===== config.mk =====
export PLATFORM = sky130hd
export DESIGN_NAME = bccr_config_regs
export DESIGN_NICKNAME = d
export VERILOG_FILES = /design/src/rtl/bccr_pkg.sv /design/src/rtl/bccr_config_regs.sv /design/src/rtl/bccr_palette_decode.sv
export SDC_FILE = /design/constraint.sdc
export NUM_CORES = 1
export LEC_CHECK = 0
export BUFFER_PORTS_ARGS = -buffer_cell sky130_fd_sc_hd__buf_2
export CAP_MARGIN = 0
export CORE_UTILIZATION = 35
export DETAILED_ROUTE_END_ITERATION = 12
export MAX_ROUTING_LAYER = met4
export PLACE_DENSITY = 0.86
export SYNTH_ARGS = -nofsm -noshare
export SYNTH_HDL_FRONTEND = slang
export SYNTH_SLANG_ARGS = --single-unit

===== constraint.sdc =====
create_clock -name core_clk -period 2.2 [get_ports core_clk]
set_input_delay 0.44 -clock core_clk [delete_from_list [all_inputs] [get_ports core_clk]]
set_output_delay 0.44 -clock core_clk [all_outputs]
set_load 0.005 [all_outputs]

===== src/rtl/bccr_pkg.sv =====
package bccr_pkg;
  // Register word offsets (byte addresses of aligned dwords)
  localparam logic [11:0] OFF_IDENT = 12'h000;
  localparam logic [11:0] OFF_CMD = 12'h004;
  // Command field positions
  localparam int CMD_IO_EN = 0;
  localparam int CMD_MEM_EN = 1;
  localparam int CMD_MASTER_EN = 2;
  localparam int CMD_SPECIAL = 3;
  localparam int CMD_MWI = 4;
  localparam int CMD_PALETTE = 5;
  localparam int CMD_PARITY_EN = 6;
  localparam int CMD_WAIT = 7;
  localparam int CMD_SERR_EN = 8;
  localparam int CMD_FAST_B2B = 9;
  localparam int CMD_INT_DIS = 10;
  // Status field position inside the dword at OFF_CMD
  localparam int STAT_PARITY_ERR = 24;
  // Writable command bits, by bridge direction
  localparam logic [15:0] CMD_WMASK_FWD = 16'h0547;
  localparam logic [15:0] CMD_WMASK_REV = 16'h0567;
  // Values after reset
  localparam logic [15:0] CMD_RESET = 16'h0000;
  localparam logic STAT_RESET = 1'b0;
  // Palette snoop addresses, low ten bits
  localparam logic [9:0] PAL_ADDR_A = 10'h3c6;
  localparam logic [9:0] PAL_ADDR_B = 10'h3c8;
  localparam logic [9:0] PAL_ADDR_C = 10'h3c9;
endpackage


===== src/rtl/bccr_config_regs.sv =====
// Behaviour
// Layout applies while transparentMode is high; otherwise accesses are not claimed.
// Write-one-clear bits clear where written 1, unchanged where written 0.
// Dword 00h bits 15:0 return the fixed maker code, read only.
// Dword 00h bits 31:16 return the fixed part code, read only.
// Command bit 0 read/write; gates I/O response on the primary side.
// Command bit 1 read/write; gates memory read acceptance on the primary side.
// Command bit 2 gates primary mastering and secondary memory/I/O response.
// Command bit 3 reads 0; special cycles never claimed.
// Command bit 4 reads 0; no self-originated write-and-invalidate.
// Bit 5 writable only in reverse mode; snoops palette writes 3C6h/3C8h/3C9h.
// Bit 6 set lets parity or poison events set the parity error status.
// Command bit 7 reads 0, wait cycle control absent.
// Bit 8 gates upstream error messages forward, system error pin reverse.
// Command bit 9 reads 0, fast back-to-back absent.
// In reverse mode bit 10 set blocks the legacy interrupt pin.
// Status bit 24 sets only with bit 6 set and a primary parity event.
// Command bits reset to 0; bits 15:11 read 0.
// Sticky fields survive warm reset; only cold reset clears them. A write-one-clear of bit 24 also clears parityErrSticky.
module bccr_config_regs #(
  parameter logic [15:0] MAKER_CODE = 16'h0a5a, // Arbitrary value
  parameter logic [15:0] PART_CODE = 16'h0c3c // Arbitrary value
) (
  // Clock and reset
  input wire logic core_clk,
  input wire logic rstn,
  input wire logic coldRstn,
  // Mode straps
  input wire logic transparentMode,
  input wire logic reverseMode,
  // Configuration access
  input wire logic cfgRead,
  input wire logic cfgWrite,
  input wire logic [11:0] cfgAddr,
  input wire logic [3:0] cfgByteEn,
  input wire logic [31:0] cfgWdata,
  output logic [31:0] cfgRdata,
  output logic cfgAck,
  // Primary and secondary side requests
  input wire logic primIoReq,
  input wire logic primIoWrite,
  input wire logic [31:0] primIoAddr,
  input wire logic primMemRdReq,
  input wire logic secMemIoReq,
  input wire logic fwdMasterReq,
  input wire logic specialCycleReq,
  // Error and interrupt sources
  input wire logic parityEvent,
  input wire logic errorEvent,
  input wire logic intRequest,
  // Gated results
  output logic primIoClaim,
  output logic primMemRdClaim,
  output logic secMemIoClaim,
  output logic primMasterGo,
  output logic specialClaim,
  output logic paletteClaim,
  output logic errMsgSend,
  output logic system_error_n,
  output logic legacy_interrupt_a_n,
  // Control view
  output logic [15:0] commandView,
  output logic parityErrSticky
);
  logic [15:0] cmd_reg;
  logic [15:0] cmd_next;
  logic parErr_reg;
  logic parErr_next;
  logic hit;
  logic wrCmd;
  logic [15:0] wmask;
  logic [15:0] wbytes;
  logic paletteHit;

  ////////////////////////////////////////////////////////////////////////////
  // Access decode

  assign hit = transparentMode;
  assign wrCmd = hit && cfgWrite && (cfgAddr == bccr_pkg::OFF_CMD);
  assign wmask = reverseMode ? bccr_pkg::CMD_WMASK_REV : bccr_pkg::CMD_WMASK_FWD;
  assign wbytes = {{8{cfgByteEn[1]}}, {8{cfgByteEn[0]}}} & wmask;

  ////////////////////////////////////////////////////////////////////////////
  // Command register

  always_comb begin
    cmd_next = cmd_reg;
    if (wrCmd) begin
      // Read-only bits 3,4,7,9,15:11 are absent from both masks
      cmd_next = (cmd_reg & ~wbytes) | (cfgWdata[15:0] & wbytes);
    end
  end

  always_ff @(posedge core_clk) begin
    if (!rstn) begin
      cmd_reg <= bccr_pkg::CMD_RESET;
    end else begin
      cmd_reg <= cmd_next;
    end
  end

  ////////////////////////////////////////////////////////////////////////////
  // Parity error status, write one to clear

  always_comb begin
    parErr_next = parErr_reg;
    if (wrCmd && cfgByteEn[3] && cfgWdata[bccr_pkg::STAT_PARITY_ERR]) begin
      parErr_next = 1'b0;
    end
    // Set beats clear in the same cycle so no event is lost
    if (parityEvent && cmd_reg[bccr_pkg::CMD_PARITY_EN]) begin
      parErr_next = 1'b1;
    end
  end

  always_ff @(posedge core_clk) begin
    if (!rstn) begin
      parErr_reg <= bccr_pkg::STAT_RESET;
    end else begin
      parErr_reg <= parErr_next;
    end
  end

  ////////////////////////////////////////////////////////////////////////////
  // Read path, one cycle answer

  always_ff @(posedge core_clk) begin
    if (!rstn) begin
      cfgRdata <= 32'h00000000;
      cfgAck <= 1'b0;
    end else begin
      cfgAck <= hit && (cfgRead || cfgWrite);
      cfgRdata <= 32'h00000000;
      if (hit && cfgRead) begin
        unique case (cfgAddr)
          bccr_pkg::OFF_IDENT: cfgRdata <= {PART_CODE, MAKER_CODE};
          bccr_pkg::OFF_CMD: cfgRdata <= {7'h00, parErr_reg, 8'h00, cmd_reg};
          default: cfgRdata <= 32'h00000000;
        endcase
      end
    end
  end

  ////////////////////////////////////////////////////////////////////////////
  // Palette snoop decode

  bccr_palette_decode u_palette (
    .core_clk(core_clk),
    .rstn(rstn),
    .snoopEnable(reverseMode && cmd_reg[bccr_pkg::CMD_PALETTE]),
    .ioWriteValid(primIoReq && primIoWrite),
    .ioAddress(primIoAddr),
    .paletteHit(paletteHit)
  );

  ////////////////////////////////////////////////////////////////////////////
  // Transaction gating, registered so outputs leave from flops

  always_ff @(posedge core_clk) begin
    if (!rstn) begin
      primIoClaim <= 1'b0;
      primMemRdClaim <= 1'b0;
      secMemIoClaim <= 1'b0;
      primMasterGo <= 1'b0;
      specialClaim <= 1'b0;
      paletteClaim <= 1'b0;
    end else begin
      primIoClaim <= primIoReq && cmd_reg[bccr_pkg::CMD_IO_EN];
      primMemRdClaim <= primMemRdReq && cmd_reg[bccr_pkg::CMD_MEM_EN];
      secMemIoClaim <= secMemIoReq && cmd_reg[bccr_pkg::CMD_MASTER_EN];
      primMasterGo <= fwdMasterReq && cmd_reg[bccr_pkg::CMD_MASTER_EN];
      specialClaim <= 1'b0 && specialCycleReq;
      paletteClaim <= paletteHit;
    end
  end

  ////////////////////////////////////////////////////////////////////////////
  // Error signalling and interrupt pin

  always_ff @(posedge core_clk) begin
    if (!rstn) begin
      errMsgSend <= 1'b0;
      system_error_n <= 1'b1;
      legacy_interrupt_a_n <= 1'b1;
    end else begin
      errMsgSend <= !reverseMode && errorEvent && cmd_reg[bccr_pkg::CMD_SERR_EN];
      system_error_n <= !(reverseMode && errorEvent && cmd_reg[bccr_pkg::CMD_SERR_EN]);
      legacy_interrupt_a_n <= !(reverseMode && intRequest &&
        !cmd_reg[bccr_pkg::CMD_INT_DIS]);
    end
  end

  ////////////////////////////////////////////////////////////////////////////
  // Views

  always_ff @(posedge core_clk) begin
    if (!rstn) begin
      commandView <= bccr_pkg::CMD_RESET;
    end else begin
      commandView <= cmd_next;
    end
  end

  // Sticky copy of the parity flag: only cold reset or a write-one-clear of bit 24 clears it
  always_ff @(posedge core_clk) begin
    if (!coldRstn) begin
      parityErrSticky <= 1'b0;
    end else if (parityEvent && cmd_reg[bccr_pkg::CMD_PARITY_EN]) begin
      parityErrSticky <= 1'b1;
    end else if (wrCmd && cfgByteEn[3] && cfgWdata[bccr_pkg::STAT_PARITY_ERR]) begin
      parityErrSticky <= 1'b0;
    end
  end
endmodule


===== src/rtl/bccr_palette_decode.sv =====
module bccr_palette_decode (
  // Clock and reset
  input wire logic core_clk,
  input wire logic rstn,
  // Request
  input wire logic snoopEnable,
  input wire logic ioWriteValid,
  input wire logic [31:0] ioAddress,
  // Result
  output logic paletteHit
);
  function automatic logic isPalette(input logic [9:0] addr);
    isPalette = (addr == bccr_pkg::PAL_ADDR_A) || (addr == bccr_pkg::PAL_ADDR_B) ||
      (addr == bccr_pkg::PAL_ADDR_C);
  endfunction

  // Upper address bits are ignored so ISA aliases also hit
  always_ff @(posedge core_clk) begin
    if (!rstn) begin
      paletteHit <= 1'b0;
    end else begin
      paletteHit <= snoopEnable && ioWriteValid && isPalette(ioAddress[9:0]);
    end
  end
endmodule


==> impl_metrics.csv, run 1 <==
group,metric,value,unit
outcome,status,"complete, no violations",
hold_path,hold_path_class,"in2reg",
setup_path,path_class,"in2reg",
finish,nNetsFinal,306,
clocking,cts_resized,0,
grt,overflow,0,
logic_synthesis,synth-seq-cells,28,
floorplan,fp.dieW,62.0,µm
place,place_area,1560,µm²
floorplan,core-area,3390,µm²
setup_path,cp.required,2.46,ns
setup_path,reg2reg_slack,1.23,ns
timing,finalMaxSlewViolations,0,
grt,grt_max_degree,16,
timing,finalSetupTns,0,ns
grt,grt_pass1_wl,3280,µm
clocking,post_cts_buffers,0,
setup_path,cp_cell_sequence,"buf_2 > or4_1 > nand2b_1 > nor3_2 > and2_1",
run,drv_cap,0,
grt,grt_usage,0.124,
place,place_congestion,0.705,
clocking,insertion_delay,0.31,ns
clocking,hold_buffers,0,
drt,routed_wl,2340,µm
finish,mostFrequentLayoutCells,"82 x buf_2, 28 x dfxtp_1, 24 x conb_1, 17 x nand2_1, 8 x and2_1",
timing,fin_crit_sh,0.699,
logic_synthesis,synth_area,1260,µm²
clocking,cts_tree,"done",
drt,drt_iter0_drc,46,
grt,first_global_vias,809,
grt,antenna_found_initial,0,
logic_synthesis,seq_area_frac_synth,0.445,
timing,setup_violations,0,
timing,period_minus_slack,1.54,ns
power,ir_drop,0.235,mV
floorplan,pin_count,155,
drt,route.detailed.drc,0,
setup_path,worstSetupStartpointType,"input port",
power,power_density,513,nW/µm²
logic_synthesis,avgSynthCellArea,9.32,µm²
finish,drive_gt1_frac,0.426,
logic_synthesis,syn_inst,135,
setup_path,crit_family,"simple AND/OR/NAND/NOR gates",
timing,rsz0062_at_grt,"false",
setup_path,critical-path-max-stage-delay,0.52,ns
logic_synthesis,synth_warnings,0,
setup_path,critPathArrivalTime,1.80,ns
setup_path,cpMaxStageDelayCell,"or4_1",
clocking,numCtsBuffers,3,
clocking,clock-sinks,28,
clocking,root_buffer,"clkbuf_4",
floorplan,start_util,0.371,
drt,viasPerCell,4.26,
timing,hold_violations,0,
drt,post_drt_wl_per_cell,9.17,µm
timing,clock_skew,0.00197,ns
drt,drt-pass1-iter-count,4,
finish,mostFrequentLayoutCell,"buf_2",
floorplan,die-area,3840,µm²
logic_synthesis,synth_cell_types,25,
finish,area_growth,26.9,%
clocking,htreeDepth,1,
power,leakagePower,0.922,nW
setup_path,crit_buf_inv,1,
finish,design_area,1600,µm²
place,io_buffer_count,82,
floorplan,rows,21,
floorplan,die_h,62.0,µm
timing,fmax,650,MHz
finish,insertedDiodeCount,0,
drt,final_antenna_net_count,0,
clocking,clkTransAtPathRegs,0.13,ns
setup_path,critPathMaxFanout,6,
drt,vias,1087,
finish,nFillCells,346,
setup_path,end_kind,"flip-flop",
clocking,cts_buffer_depth,2,
## cell usage after synthesis
cell type	instances	area (µm²)
clkbuf_1	3	11.3
and4b_1	1	10.0
a21oi_1	2	10.0
nand3_1	3	15.0
nand2b_1	1	6.26
o211a_1	3	30.0
nand4_1	3	18.8
conb_1	1	3.75
nand3b_1	1	7.51
or4_1	1	7.51
nand2_1	17	63.8
and2_1	8	50.1
dfxtp_1	28	561
nor4_1	2	12.5
nand2_2	1	6.26
and3_1	4	25.0
nand4b_1	2	17.5
nor3_1	2	10.0
inv_1	2	7.51
nor3b_1	3	22.5
nor3_2	1	10.0
mux2i_1	7	70.1
nor4bb_1	2	20.0
nor2_1	4	15.0
buf_4	33	248
## per-layer routing
metal | share of wire | GRT usage | wire length (µm)
met2 | 0.50 | 0.228 | 1160
met4 | 0.012 | 0.0667 | 27
met1 | 0.40 | 0.125 | 936
met3 | 0.091 | 0.0186 | 212
met5 | 0 | - | 0
## worst paths after layout
check,depth (start not counted),endpoint,start
min reg2reg,1,paletteClaim,u_palette.paletteHit
min,2,legacy_interrupt_a_n,intRequest
max reg2reg,3,parityErrSticky,flip-flop
max,5,cfgRdata[8],cfgAddr[10]
## cell families (layout without fill, tap and decap cells)
family	count (synthesis)	in the layout	share of synthesized area
DFF	28	28	0.445
AOI/OAI and AO/OA	5	5	0.0318
and+or+nand+nor	56	56	0.252
buffers and inverters	38	89	0.212
muxes	7	7	0.0557
other	1	24	0.00298
## power by group
group	internal [W]	switching (W)	leakage, nW
Combinational	0.0000392	0.0000391	0.675
Sequential	0.000509	0.000000381	0.226
Clock	0.000101	0.000131	0.0210
## layout make-up
type / instances / area [µm²] / share of cell area
tap: 46 / 57.6 / 0.0360
clock buffer: 4 / 36.3 / 0.0227
inverter: 2 / 7.51 / 0.00470
timing repair buffer: 83 / 418 / 0.262
multi-input combinational: 92 / 518 / 0.324
sequential: 28 / 561 / 0.351
## through the flow
| step | instances | power (W) | setup WS [ns] | hold slack [ns] | util |
|---|---|---|---|---|---|
| detailed placement | 251 | 0.000599 | 0.301 | 0.418 | 0.461 |
| CTS | 255 | 0.000837 | 0.652 | 0.308 | 0.471 |
| finish | 255 | 0.000819 | 0.662 | 0.327 | 0.471 |
| global route | 255 | 0.000869 | 0.542 | 0.310 | 0.471 |
| global placement | 251 | 0.000598 | 0.305 | 0.419 | 0.461 |
| floorplan | 158 | 0.000578 | 0.563 | 0.412 | - |
(Power assumes the default switching activity.)
==> run 2, diff against run 1 <==
--- a/config.mk
+++ b/config.mk
@@ -5,12 +5,13 @@
 export SDC_FILE = /design/constraint.sdc
 export NUM_CORES = 1
 export LEC_CHECK = 0
+export ABC_AREA = 1
 export BUFFER_PORTS_ARGS = -buffer_cell sky130_fd_sc_hd__buf_2
 export CAP_MARGIN = 0
-export CORE_UTILIZATION = 35
+export CORE_UTILIZATION = 34
 export DETAILED_ROUTE_END_ITERATION = 12
 export MAX_ROUTING_LAYER = met4
-export PLACE_DENSITY = 0.86
+export PLACE_DENSITY = 0.81
 export SYNTH_ARGS = -nofsm -noshare
 export SYNTH_HDL_FRONTEND = slang
 export SYNTH_SLANG_ARGS = --single-unit
==> constraint.sdc (replaced) <==
create_clock -name core_clk -period 1.6 [get_ports core_clk]
set_input_delay 0.32 -clock core_clk [delete_from_list [all_inputs] [get_ports core_clk]]
set_output_delay 0.32 -clock core_clk [all_outputs]
set_load 0.005 [all_outputs]
==> impl_metrics.csv, run 2 <==
group,metric,value,unit
outcome,status,"complete, no violations",
place,io_buffer_count,82,
timing,rsz0062_at_grt,"false",
setup_path,cp.required,1.28,ns
setup_path,critPathMaxFanout,10,
setup_path,reg2reg_slack,0.76,ns
setup_path,r2r_end,"u_palette.paletteHit",
power,leakagePower,1.03,nW
power,power_density,772,nW/µm²
logic_synthesis,synth_area,1380,µm²
hold_path,worstHoldStart,"intRequest",
setup_path,critical-path-max-stage-delay,0.44,ns
drt,drt_iter0_drc,45,
finish,design_area,1770,µm²
power,power_frac_comb,0.095,
setup_path,cpMaxStageDelayCell,"dfxtp_1",
finish,mostFrequentLayoutCell,"buf_2",
logic_synthesis,yosys.area_share.xor_xnor,0,
timing,hold_violations,0,
drt,final_antenna_net_count,0,
power,p_seq_frac,0.511,
setup_path,cp_cell_sequence,"buf_2",
grt,antenna_found_initial,0,
logic_synthesis,synthArstFlopShare,0,
logic_synthesis,synthAdderAreaFrac,0,
clocking,clock-sinks,28,
timing,finalMaxSlewViolations,0,
grt,grt_usage,0.148,
setup_path,crit_family,"flip-flops",
power,intPower,0.00109,W
place,place_congestion,0.751,
hold_path,hold_path_class,"in2reg",
floorplan,core-area,3770,µm²
floorplan,fp.dieW,65.8,µm
floorplan,pin_count,155,
drt,wl_met3,288,µm
clocking,cts_tree,"done",
logic_synthesis,synth_top_area_cell,"dfxtp_1",
clocking,htreeDepth,1,
finish,area_growth,28.2,%
power,ir_drop,0.761,mV
timing,fmax,847,MHz
grt,first_global_vias,1132,
timing,clock_skew,0.00401,ns
clocking,clkTransAtPathRegs,0.09,ns
drt,drt-pass1-iter-count,4,
drt,drt-met1-wl,1230,µm
drt,vias,1274,
clocking,post_cts_buffers,0,
logic_synthesis,synth_cell_types,23,
grt,overflow,0,
logic_synthesis,synthFlopType,"dfxtp_1",
power,net-switching-power,0.000278,W
drt,post_drt_wl_per_cell,9.95,µm
power,p_sw_frac,0.203,
setup_path,end_kind,"primary output",
setup_path,r2r.worst_path.cells,2,
hold_path,min_path_cells,2,
clocking,cts_buffer_depth,2,
setup_path,path_class,"reg2out",
logic_synthesis,synth_edf_count,0,
finish,mostFrequentLayoutCells,"82 x buf_2, 32 x nand2_1, 28 x dfxtp_1, 25 x inv_1",
logic_synthesis,synth_most_common_cell,"buf_4",
grt,grt_pass1_wl,4750,µm
run,drv_cap,0,
floorplan,die-area,4330,µm²
drt,routed_wl,3060,µm
logic_synthesis,yosysTopAreaCellShare,0.405,
drt,highest_layer,"met4",
logic_synthesis,synth-seq-cells,28,
clocking,insertion_delay,0.27,ns
logic_synthesis,synth_warnings,0,
timing,setup_violations,0,
clocking,root_buffer,"clkbuf_8",
setup_path,worstSetupStartpointType,"flip-flop",
logic_synthesis,synth_top_family_by_area,"simple AND/OR/NAND/NOR gates",
finish,nNetsFinal,356,
finish,insertedDiodeCount,0,
logic_synthesis,synth_compound_gate_area_share,0.0362,
place,place_area,1700,µm²
hold_path,min_to,"legacy_interrupt_a_n",
logic_synthesis,seq_area_frac_synth,0.405,
power,clkPwrFrac,0.394,
timing,period_minus_slack,1.18,ns
clocking,numCtsBuffers,3,
finish,drive_gt1_frac,0.394,
setup_path,crit_buf_inv,1,
logic_synthesis,avgSynthCellArea,7.60,µm²
clocking,cts_resized,0,
logic_synthesis,synth_area_leaders,"dfxtp_1 41%, buf_4 18%, nand2_1 8.7%",
logic_synthesis,synth_commonest_cells,"33 x buf_4, 32 x nand2_1, 28 x dfxtp_1, 25 x inv_1, 24 x nor2_1",
timing,fin_crit_sh,0.738,
logic_synthesis,synthMuxAreaShare,0,
setup_path,critPathArrivalTime,0.86,ns
place,place_hpwl,2510,µm
logic_synthesis,synth-simple-area-share,0.302,
drt,route.detailed.drc,0,
drt,viasPerCell,4.15,
floorplan,start_util,0.367,
floorplan,rows,22,
finish,utilization,0.470,
drt,wl_met2,1450,µm
clocking,hold_buffers,0,
floorplan,die_h,65.8,µm
grt,grt_max_degree,17,
logic_synthesis,syn_inst,182,
timing,finalSetupTns,0,ns
## run 2: cell count changes after synthesis, sizes merged, moves of 4 or more
cell   previous run  this run
nand2            18        36
nor2              4        29
and2              8         0
and3              4         0
inv               2        26
mux2i             7         0
## run 2: through the flow
stage / setup WS [ns] / hold WS (ns) / power (W) / instances
global placement: 0.264 / 0.397 / 0.000842 / 303
CTS: 0.402 / 0.233 / 0.00138 / 307
global route: 0.305 / 0.223 / 0.00143 / 307
finish: 0.420 / 0.237 / 0.00137 / 307
floorplan: 0.526 / 0.390 / 0.000811 / 205
detailed placement: 0.289 / 0.401 / 0.000845 / 303
## run 2: how the worst max path moves through the flow
| stage | endpoint | from | depth (start not counted) |
|---|---|---|---|
| floorplan | flip-flop | cfgAddr[11] | 6 |
| global placement | cfgRdata[1] | cfgAddr[11] | 6 |
| detailed placement | cfgRdata[1] | cfgAddr[11] | 6 |
| CTS | cfgRdata[19] | cfgRdata[26] | 1 |
| global route | cfgRdata[4] | cfgRdata[26] | 1 |
| finish | cfgRdata[19] | cfgRdata[26] | 1 |
## run 2: per-layer routing
metal,global-route usage,vias to the layer above
met3,0.0586,10
met1,0.152,540
met5,-,-
met4,0.0543,0
li1,-,657
met2,0.253,67
## run 2: layout make-up
class	count	area, µm²
fillers	381	2000
flip-flops and latches	28	561
multi-input cells	117	558
repair buffers	84	425
inverters	26	97.6
well taps	48	60.1
clock buffers	3	41.3
clock inverters	1	30.0
## run 2: power groups by stage
stage	registers (W)	logic [W]	clock network, W
after CTS	0.000700	0.000130	0.000551
after global routing	0.000700	0.000148	0.000584
after detailed placement	0.000716	0.000129	0
after global placement	0.000716	0.000126	0
after floorplan	0.000716	0.0000941	0
final	0.000700	0.000130	0.000540
## run 2: cell families (layout without fill, tap and decap cells)
family | after synthesis | after routing
other | 1 | 24
buffers and inverters | 60 | 114
AO/OA/AOI/OAI | 8 | 8
flip-flops | 28 | 28
AND/OR/NAND/NOR | 85 | 85
==> run 3, diff against run 2 <==
==> constraint.sdc (replaced) <==
create_clock -name core_clk -period 1.1 [get_ports core_clk]
set_input_delay 0.22 -clock core_clk [delete_from_list [all_inputs] [get_ports core_clk]]
set_output_delay 0.22 -clock core_clk [all_outputs]
set_load 0.005 [all_outputs]
==> impl_metrics.csv, run 3 (synthesis results as in run 2) <==
group,metric,value,unit
clocking,clock-sinks,28,
timing,clock_skew,0.00316,ns
finish,insertedDiodeCount,0,
floorplan,fp.dieW,65.8,µm
finish,drive_gt1_frac,0.411,
grt,first_global_vias,1086,
grt,antenna_found_initial,0,
clocking,clkTransAtPathRegs,0.09,ns
floorplan,die_h,65.8,µm
hold_path,worstHoldStart,"intRequest",
setup_path,cp.required,0.88,ns
clocking,cts_tree,"done",
finish,nNetsFinal,362,
clocking,hold_buffers,0,
setup_path,critPathArrivalTime,0.81,ns
drt,route.detailed.drc,0,
finish,fin_cells,313,
clocking,root_buffer,"clkbuf_8",
power,ir_drop,0.805,mV
setup_path,cpMaxStageDelayCell,"dfxtp_1",
setup_path,crit_buf_inv,1,
setup_path,crit_family,"flip-flops",
timing,fin_crit_sh,0.936,
place,place_congestion,0.751,
drt,routed_wl,3020,µm
hold_path,hold_path_class,"in2reg",
place,placed_cells,309,
clocking,numCtsBuffers,3,
place,io_buffer_count,82,
clocking,htreeDepth,1,
clocking,insertion_delay,0.27,ns
drt,post_drt_wl_per_cell,9.64,µm
timing,period_minus_slack,1.03,ns
timing,rsz0062_at_grt,"false",
finish,area_growth,32.5,%
run,drv_cap,0,
grt,overflow,0,
drt,final_antenna_net_count,0,
grt,grt_max_degree,17,
power,leakagePower,1.06,nW
finish,mostFrequentLayoutCell,"buf_2",
floorplan,core-area,3770,µm²
timing,hold_violations,0,
timing,fmax,971,MHz
drt,drt-pass1-iter-count,4,
setup_path,r2r.worst_path.cells,2,
setup_path,path_class,"reg2out",
setup_path,critPathMaxFanout,4,
drt,viasPerCell,4.07,
setup_path,end_kind,"primary output",
drt,vias,1273,
grt,grt_pass1_wl,4700,µm
setup_path,reg2reg_slack,0.27,ns
hold_path,min_to,"legacy_interrupt_a_n",
finish,mostFrequentLayoutCells,"82 x buf_2, 32 x nand2_1, 27 x dfxtp_1, 25 x inv_1",
setup_path,r2r_end,"u_palette.paletteHit",
power,finalPower,0.00202,W
timing,setup_violations,0,
floorplan,die-area,4330,µm²
grt,grt_usage,0.147,
hold_path,min_path_cells,2,
clocking,post_cts_buffers,0,
drt,drt_iter0_drc,38,
finish,nFillCells,399,
clocking,cts_resized,1,
floorplan,rows,22,
floorplan,start_util,0.367,
power,power_density,1100,nW/µm²
floorplan,pin_count,155,
setup_path,critical-path-max-stage-delay,0.40,ns
outcome,status,"complete, no violations",
setup_path,cp_cell_sequence,"buf_2",
setup_path,worstSetupStartpointType,"flip-flop",
place,place_hpwl,2490,µm
clocking,cts_buffer_depth,2,
timing,finalMaxSlewViolations,0,
-- run 3: changes by cell type in the layout (fill, tap and decap cells not counted), sizes merged --
cell,previous run,this run
buf,84,90
-- run 3: how the worst max path moves through the flow --
stage	startpoint	end	slack, ns	cells past startpoint
2_1_floorplan	cfgAddr[11]	flip-flop	0.13	6
3_3_place_gp	cfgAddr[11]	flip-flop	-0.10	7
3_5_place_dp	cfgAddr[5]	flip-flop	-0.10	7
4_1_cts	flip-flop	commandView[5]	0.06	1
5_1_grt	cfgRdata[26]	cfgRdata[9]	0.01	1
6_report	flip-flop	commandView[5]	0.07	1
-- run 3: where the power goes --
| part | leakage, nW | switching, W | internal, W | total [W] |
|---|---|---|---|---|
| clock network | 0.0357 | 0.000311 | 0.000487 | 0.000798 |
| logic | 0.800 | 0.000107 | 0.000100 | 0.000207 |
| registers | 0.226 | 0.00000124 | 0.00102 | 0.00102 |
| total | 1.06 | 0.000419 | 0.00160 | 0.00202 |
-- run 3: layer usage --
layer,track usage,up-vias,part of all wire
met5,-,-,0
met4,0.0245,0,0.0027
met3,0.0448,2,0.082
met2,0.265,57,0.50
met1,0.159,550,0.41
li1,-,664,-
-- run 3: per-stage QoR --
stage | util | TNS (ns) | area (µm²) | setup WS [ns] | hold slack, ns
2_1_floorplan | - | 0 | 1470 | 0.126 | 0.292
3_3_place_gp | 0.466 | -0.682 | 1760 | -0.105 | 0.396
3_5_place_dp | 0.466 | -0.894 | 1760 | -0.100 | 0.400
4_1_cts | 0.486 | 0 | 1830 | 0.0595 | 0.127
5_1_grt | 0.486 | 0 | 1830 | 0.0119 | 0.117
6_report | 0.486 | 0 | 1830 | 0.0701 | 0.130
-- run 3: final cells by class --
| cell class | instances | area [µm²] | area share |
|---|---|---|---|
| Clock buffer | 3 | 41.3 | 0.0225 |
| Clock inverter | 1 | 30.0 | 0.0164 |
| Inverter | 26 | 97.6 | 0.0533 |
| Multi-Input combinational cell | 117 | 558 | 0.305 |
| Sequential cell | 28 | 562 | 0.307 |
| Tap cell | 48 | 60.1 | 0.0328 |
| Timing Repair Buffer | 90 | 483 | 0.264 |
